--- config.mk ---
export PLATFORM = sky130hd
export DESIGN_NAME = btb_bit_test_branch
export DESIGN_NICKNAME = d
export VERILOG_FILES = /design/src/btb_pkg.sv /design/src/btb_opcode_match.sv /design/src/btb_bit_test_branch.sv
export SDC_FILE = /design/constraint.sdc
export NUM_CORES = 1
export LEC_CHECK = 0
export BUFFER_PORTS_ARGS = -buffer_cell sky130_fd_sc_hd__buf_2
export CORE_UTILIZATION = 57
export DETAILED_ROUTE_END_ITERATION = 8
export PLACE_DENSITY_LB_ADDON = 0.15
export RECOVER_POWER = 25
export REMOVE_ABC_BUFFERS = 1
export SETUP_SLACK_MARGIN = 0.3
export SLEW_MARGIN = 5
export SYNTH_ARGS = -nofsm -noshare
export SYNTH_HDL_FRONTEND = slang
export SYNTH_SLANG_ARGS = --single-unit
--- constraint.sdc ---
create_clock -name clock_i -period 6.55 [get_ports clock_i]
set_input_delay 1.31 -clock clock_i [delete_from_list [all_inputs] [get_ports clock_i]]
set_output_delay 1.31 -clock clock_i [all_outputs]
set_load 0.05 [all_outputs]
--- src/btb_pkg.sv ---
/*
 * Constants and the state type shared by the bit-test branch unit.
 * Assumes one core clock and a synchronous, active-high reset.
 */
package btb_pkg;
    // Opcodes end in this low nibble; the high nibble selects the bit and the polarity.
    localparam logic [3:0] OPC_LOW_NIBBLE = 4'hf;
    localparam int         POL_BIT        = 7;
    localparam int         SEL_MSB        = 6;
    localparam int         SEL_LSB        = 4;
    localparam logic [7:0] CLEAR_FIRST    = 8'h0f;
    localparam logic [7:0] CLEAR_LAST     = 8'h7f;
    localparam logic [7:0] HIGH_FIRST     = 8'h8f;
    localparam logic [7:0] HIGH_LAST      = 8'hff;
    localparam logic [7:0] BYTE_ZERO      = 8'h00;
    localparam logic [15:0] PC_ZERO       = 16'h0000;
    localparam logic [7:0] FLAGS_ZERO     = 8'h00;

    typedef enum logic [2:0] {
        BTB_IDLE  = 3'b000,
        BTB_ZP    = 3'b001,
        BTB_READ  = 3'b011,
        BTB_DISP  = 3'b010,
        BTB_DONE  = 3'b110
    } btb_state_e;
endpackage : btb_pkg

--- src/btb_opcode_match.sv ---
/*
 * Opcode matcher for the bit-test branch family.
 * Assumes the opcode is held stable by the instruction register while it is read.
 */
`timescale 1ns/10ps
`default_nettype none
module btb_opcode_match (
    input  wire logic [7:0] opcode_i,
    output var  logic       hit_o,
    output var  logic       want_high_o,
    output var  logic [2:0] bit_sel_o
);
    always_comb begin
        hit_o       = (opcode_i[3:0] == btb_pkg::OPC_LOW_NIBBLE);
        want_high_o = opcode_i[btb_pkg::POL_BIT];
        bit_sel_o   = opcode_i[btb_pkg::SEL_MSB:btb_pkg::SEL_LSB];
    end
endmodule : btb_opcode_match
`default_nettype wire

--- src/btb_bit_test_branch.sv ---
/*
 * Bit-test branch unit: decodes the sixteen bit-test branch opcodes, fetches the
 * zero-page address and displacement, tests the chosen bit and computes the new PC.
 * Assumes the core supplies operand bytes with a valid strobe and reads memory for it.
 */
`timescale 1ns/10ps
`default_nettype none
module btb_bit_test_branch (
    input  wire logic        clock_i,
    input  wire logic        reset_i,
    input  wire logic        start_i,
    input  wire logic [7:0]  opcode_i,
    input  wire logic [15:0] pc_i,
    input  wire logic [7:0]  flags_i,
    input  wire logic        byte_valid_i,
    input  wire logic [7:0]  byte_i,
    output logic             busy_o,
    output logic             fetch_operand_o,
    output logic             read_zp_o,
    output logic [7:0]       zp_addr_o,
    output logic             done_o,
    output logic             taken_o,
    output logic [15:0]      pc_o,
    output logic [7:0]       flags_o
);
    // ************************************************************
    // Decode
    // ************************************************************
    logic       hit;
    logic       want_high;
    logic [2:0] bit_sel;

    btb_opcode_match u_match (
        .opcode_i    (opcode_i),
        .hit_o       (hit),
        .want_high_o (want_high),
        .bit_sel_o   (bit_sel)
    );

    // ************************************************************
    // Sequencer
    // ************************************************************
    btb_pkg::btb_state_e state_reg;
    logic       high_reg;
    logic [2:0] sel_reg;
    logic       bit_ok_reg;
    logic [15:0] next_pc_reg;

    always_ff @(posedge clock_i) begin
        if (reset_i) begin
            state_reg <= btb_pkg::BTB_IDLE;
        end else begin
            case (state_reg)
                btb_pkg::BTB_IDLE: if (start_i && hit) state_reg <= btb_pkg::BTB_ZP;
                btb_pkg::BTB_ZP:   if (byte_valid_i) state_reg <= btb_pkg::BTB_READ;
                btb_pkg::BTB_READ: if (byte_valid_i) state_reg <= btb_pkg::BTB_DISP;
                btb_pkg::BTB_DISP: if (byte_valid_i) state_reg <= btb_pkg::BTB_DONE;
                btb_pkg::BTB_DONE: state_reg <= btb_pkg::BTB_IDLE;
                default:           state_reg <= btb_pkg::BTB_IDLE;
            endcase
        end
    end

    // Polarity and bit are latched so a new opcode in the IR cannot disturb the test.
    always_ff @(posedge clock_i) begin
        if (reset_i) begin
            high_reg    <= 1'b0;
            sel_reg     <= 3'h0;
            next_pc_reg <= btb_pkg::PC_ZERO;
        end else if (state_reg == btb_pkg::BTB_IDLE && start_i && hit) begin
            high_reg    <= want_high;
            sel_reg     <= bit_sel;
            next_pc_reg <= pc_i;
        end
    end

    always_ff @(posedge clock_i) begin
        if (reset_i) begin
            zp_addr_o <= btb_pkg::BYTE_ZERO;
        end else if (state_reg == btb_pkg::BTB_ZP && byte_valid_i) begin
            zp_addr_o <= byte_i;
        end
    end

    always_ff @(posedge clock_i) begin
        if (reset_i) begin
            bit_ok_reg <= 1'b0;
        end else if (state_reg == btb_pkg::BTB_READ && byte_valid_i) begin
            bit_ok_reg <= (byte_i[sel_reg] == high_reg);
        end
    end

    // ************************************************************
    // Outputs
    // ************************************************************
    always_ff @(posedge clock_i) begin
        if (reset_i) begin
            busy_o          <= 1'b0;
            fetch_operand_o <= 1'b0;
            read_zp_o       <= 1'b0;
        end else begin
            busy_o          <= (state_reg == btb_pkg::BTB_IDLE) ? (start_i && hit)
                                 : (state_reg != btb_pkg::BTB_DONE);
            fetch_operand_o <= (state_reg == btb_pkg::BTB_IDLE && start_i && hit) ||
                               (state_reg == btb_pkg::BTB_READ && byte_valid_i) ||
                               ((state_reg == btb_pkg::BTB_ZP || state_reg == btb_pkg::BTB_DISP)
                                 && !byte_valid_i);
            read_zp_o       <= (state_reg == btb_pkg::BTB_ZP && byte_valid_i) ||
                               (state_reg == btb_pkg::BTB_READ && !byte_valid_i);
        end
    end

    // The displacement is sign-extended and added to the PC past the instruction.
    always_ff @(posedge clock_i) begin
        if (reset_i) begin
            done_o  <= 1'b0;
            taken_o <= 1'b0;
            pc_o    <= btb_pkg::PC_ZERO;
        end else if (state_reg == btb_pkg::BTB_DISP && byte_valid_i) begin
            done_o  <= 1'b1;
            taken_o <= bit_ok_reg;
            pc_o    <= bit_ok_reg ? 16'(next_pc_reg + {{8{byte_i[7]}}, byte_i})
                                  : next_pc_reg;
        end else begin
            done_o  <= 1'b0;
            taken_o <= 1'b0;
        end
    end

    // Flags pass through untouched; this unit owns no write path to the status register.
    always_ff @(posedge clock_i) begin
        if (reset_i) begin
            flags_o <= btb_pkg::FLAGS_ZERO;
        end else begin
            flags_o <= flags_i;
        end
    end

    // ************************************************************
    // Checks
    // ************************************************************
    property p_start_enters;
        @(posedge clock_i) disable iff (reset_i)
        (state_reg == btb_pkg::BTB_IDLE && start_i && hit) |=> busy_o && state_reg == btb_pkg::BTB_ZP;
    endproperty
    a_start_enters: assert property (p_start_enters) else $error("matched opcode did not start");
    property p_clear_polarity;
        @(posedge clock_i) disable iff (reset_i)
        (state_reg == btb_pkg::BTB_READ && byte_valid_i && !high_reg) |=>
        (bit_ok_reg == !$past(byte_i[sel_reg]));
    endproperty
    a_clear_polarity: assert property (p_clear_polarity) else $error("clear test wrong");
    property p_set_polarity;
        @(posedge clock_i) disable iff (reset_i)
        (state_reg == btb_pkg::BTB_READ && byte_valid_i && high_reg) |=>
        (bit_ok_reg == $past(byte_i[sel_reg]));
    endproperty
    a_set_polarity: assert property (p_set_polarity) else $error("set test wrong");
    property p_decode_nibble;
        @(posedge clock_i) disable iff (reset_i)
        (state_reg == btb_pkg::BTB_IDLE && start_i && opcode_i[3:0] != btb_pkg::OPC_LOW_NIBBLE) |=>
        state_reg == btb_pkg::BTB_IDLE;
    endproperty
    a_decode_nibble: assert property (p_decode_nibble) else $error("foreign opcode accepted");
    property p_decode_bit;
        @(posedge clock_i) disable iff (reset_i)
        (state_reg == btb_pkg::BTB_IDLE && start_i && hit) |=>
        sel_reg == $past(opcode_i[6:4]) && high_reg == $past(opcode_i[7]);
    endproperty
    a_decode_bit: assert property (p_decode_bit) else $error("bit select wrong");
    property p_flags_kept;
        @(posedge clock_i) disable iff (reset_i)
        busy_o |=> flags_o == $past(flags_i);
    endproperty
    a_flags_kept: assert property (p_flags_kept) else $error("flags altered");
    property p_not_taken_pc;
        @(posedge clock_i) disable iff (reset_i)
        (done_o && !taken_o) |-> pc_o == next_pc_reg;
    endproperty
    a_not_taken_pc: assert property (p_not_taken_pc) else $error("untaken PC moved");
    property p_taken_pc;
        @(posedge clock_i) disable iff (reset_i)
        (state_reg == btb_pkg::BTB_DISP && byte_valid_i && bit_ok_reg) |=>
        taken_o && pc_o == 16'(next_pc_reg + {{8{$past(byte_i[7])}}, $past(byte_i)});
    endproperty
    a_taken_pc: assert property (p_taken_pc) else $error("taken PC wrong");
    property p_done_pulse;
        @(posedge clock_i) disable iff (reset_i)
        done_o |=> !done_o;
    endproperty
    a_done_pulse: assert property (p_done_pulse) else $error("done held");
    property p_zp_capture;
        @(posedge clock_i) disable iff (reset_i)
        (state_reg == btb_pkg::BTB_ZP && byte_valid_i) |=>
        read_zp_o && zp_addr_o == $past(byte_i) && state_reg == btb_pkg::BTB_READ;
    endproperty
    a_zp_capture: assert property (p_zp_capture) else $error("zero-page address not taken");
    // Wait states are legal, so the sequencer must park until the requested byte arrives.
    property p_wait_holds;
        @(posedge clock_i) disable iff (reset_i)
        (state_reg != btb_pkg::BTB_IDLE && state_reg != btb_pkg::BTB_DONE && !byte_valid_i) |=>
        state_reg == $past(state_reg) && busy_o && !done_o;
    endproperty
    a_wait_holds: assert property (p_wait_holds) else $error("sequence moved without a byte");
    property p_done_idle;
        @(posedge clock_i) disable iff (reset_i)
        (state_reg == btb_pkg::BTB_DONE) |=> state_reg == btb_pkg::BTB_IDLE && !busy_o;
    endproperty
    a_done_idle: assert property (p_done_idle) else $error("sequence did not return to idle");
    c_taken:   cover property (@(posedge clock_i) done_o && taken_o);
    c_untaken: cover property (@(posedge clock_i) done_o && !taken_o);
    c_set:     cover property (@(posedge clock_i) done_o && high_reg && taken_o);
    c_clear:   cover property (@(posedge clock_i) done_o && !high_reg && taken_o);
endmodule : btb_bit_test_branch
`default_nettype wire

==> flow_summary.json <==
{
  "run_status": "finished with violations",
  "failed_checks": "capacitance limit, slew limit",
  "min_period_over_period_pct": 50.4,
  "cp.required_ns": 6.78,
  "synth_top_family_by_area": "simple AND/OR/NAND/NOR gates",
  "die_area_um2": 5700,
  "tightestPinTransition_ns": 2.53,
  "grt_pass1_wl_um": 11500,
  "setup_violations": 0,
  "yosysMostFrequentCell": "nand2_1",
  "max_cap_violations": 1,
  "synthFlopType": "dfxtp_1",
  "grt_pass1_vias": 2463,
  "worstPathArrival_ns": 3.54,
  "crit_fanout": 60,
  "period_needed_ns": 3.30,
  "grt_setup_unrepaired": "no",
  "route.vias.total": 2873,
  "root_buffer": "clkbuf_8",
  "clock_sinks": 61,
  "post_cts_resized": 0,
  "place.gp.congestion": 0.879,
  "vias_per_cell": 5.56,
  "rows": 26,
  "hold_path.class": "reg2reg",
  "synth.distinct_cells": 50,
  "syn_area_um2": 3080,
  "peakVddDrop_v": 0.000181,
  "finalNetCount": 502,
  "ys.warnings.count": 0,
  "drt-initial-drc-count": 168,
  "synth_mux_area_share_pct": 6.01,
  "path_clk_slew_ns": 0.07,
  "ios": 81,
  "core_area_um2": 5140,
  "drt_pre_antenna_iters": 4,
  "fp.dieW_um": 75.5,
  "drive_above_1_share_pct": 23.5,
  "clockBufferDepth": 2,
  "yosys.area_share.simple_pct": 23.2,
  "io_buffers": 80,
  "grt_use_total_pct": 26.9,
  "path_class": "in2reg",
  "h-tree-depth": 3,
  "clock_latency_ns": 0.34,
  "numCtsBuffers": 9,
  "start_kind": "input port",
  "pre_cts_ws_ns": 3.07,
  "fmax_ghz": 0.303,
  "ys_seq_elements": 61,
  "ctsHoldBuffers": 0,
  "synthAdderAreaFrac_pct": 6.74,
  "synthTopCellsByArea": "dfxtp_1 (40%), nand2_1 (8.0%), a21oi_1 (7.5%)",
  "wl_per_cell_um": 14.2,
  "wl_um": 7330,
  "die_h_um": 75.5,
  "start_util_pct": 59.9,
  "synth_compound_area_share_pct": 18.6,
  "synth_edf_count": 0,
  "syn_to_final_growth_pct": 20.8,
  "synth_xor_area_share_pct": 2.56,
  "final_antenna_net_count": 0,
  "synth_top_area_cell": "dfxtp_1",
  "syn_avg_cell_area_um2": 8.33,
  "clock-skew-final_ns": 0.00924,
  "synthTopCellsByCount": "nand2_1 (66), dfxtp_1 (61), a21oi_1 (46), nor2_1 (30), o21ai_0 (19)",
  "post-route-drc-count": 0,
  "end_kind": "flop",
  "ys_seq_area_share_pct": 39.6,
  "cts_setup_buffers": 0,
  "n_antenna_cell": 0,
  "relSlewSlack_pct": -68.7,
  "grt_max_degree": 61,
  "grt_antenna_before_repair": 0,
  "synthArstFlopShare_pct": 0,
  "p_leak_nw": 1.51,
  "drv_slew": 61,
  "grt_overflow": 0,
  "finalWorstSetupSlack_ns": 3.25,
  "yosys.area.top_type_share_pct": 39.6,
  "cts_tree": "done",
  "hpwl_um": 5070,
  "hold_viol_final": 0,
  "setup-tns-final_ns": 0,
  "synth_cells": 370,
  "power_density_nw_per_um2": 223
}
-- cell type report --
cell class,count,area (um2)
well taps,70,87.6
multi-input cells,284,1760
repair buffers,83,420
fillers,438,1420
flip-flops and latches,61,1220
clock inverters,7,98.8
clock buffers,9,124
inverters,3,11.3
-- stage by stage --
step | total power, W | cells | instance area, um2 | hold WS (ns) | utilization (%)
global placement | 0.000463 | 501 | 3500 | 0.456 | 68.1
detailed placement | 0.000464 | 501 | 3500 | 0.470 | 68.1
CTS | 0.000835 | 517 | 3720 | 0.479 | 72.5
global route | 0.000861 | 517 | 3720 | 0.501 | 72.4
finish | 0.000831 | 517 | 3720 | 0.474 | 72.4
floorplan | 0.000432 | 348 | 2990 | 0.438 | -
-- power breakdown --
group	leakage [nW]	internal [W]	switching (W)
registers	0.494	0.000376	0.00000305
clock network	0.110	0.000216	0.000159
logic	0.906	0.0000276	0.0000487
-- per-layer routing --
metal | up-vias | track usage, % | wire length, um
li1 | 1454 | - | -
met5 | - | 0 | 0
met2 | 104 | 43.0 | 3260
met4 | 0 | 10.3 | 105
met1 | 1303 | 36.2 | 3480
met3 | 12 | 5.03 | 478
-- critical path: stages --
cell and delay [ns]:
clkbuf_1 1.75, nor2_1 0.16, and2_1 0.27
-- cell families (layout without fill, tap and decap cells) --
kind of cell / Yosys count / count (layout)
and+or+nand+nor: 150 / 150
AOI/OAI and AO/OA: 93 / 93
DFF: 61 / 61
buffers and inverters: 25 / 102
adders and majority gates: 16 / 16
muxes: 16 / 16
xor gates and xnor gates: 9 / 9
-- layout by cell type (no fill, tap or decap), types with 3 or more instances in the layout --
cell	n
buf_2	78
nand2_1	66
dfxtp_1	61
a21oi_1	46
nor2_1	30
o21ai_0	19
ha_1	15
mux2i_1	14
nor3_1	10
a211oi_1	9
nor2b_1	9
clkbuf_8	9
xnor2_1	6
nand3_1	5
nand4_1	4
inv_1	3
nand2b_1	3
nor3b_1	3
xor2_1	3
and3_1	3
o21a_1	3
a311oi_1	3
buf_4	3
-- path summary, 6_finish.rpt --
check / startpoint / endpoint / slack (ns) / cells past startpoint
setup / recovery: reset_i / taken_o / 3.25 / 3
hold / removal: next_pc_reg[14] / next_pc_reg[14] / 0.47 / 2
setup reg to reg: next_pc_reg[0] / pc_o[14] / 4.15 / 7
hold reg to reg: next_pc_reg[14] / next_pc_reg[14] / 0.47 / 2
Note: power is estimated with default switching activity, not from simulation.
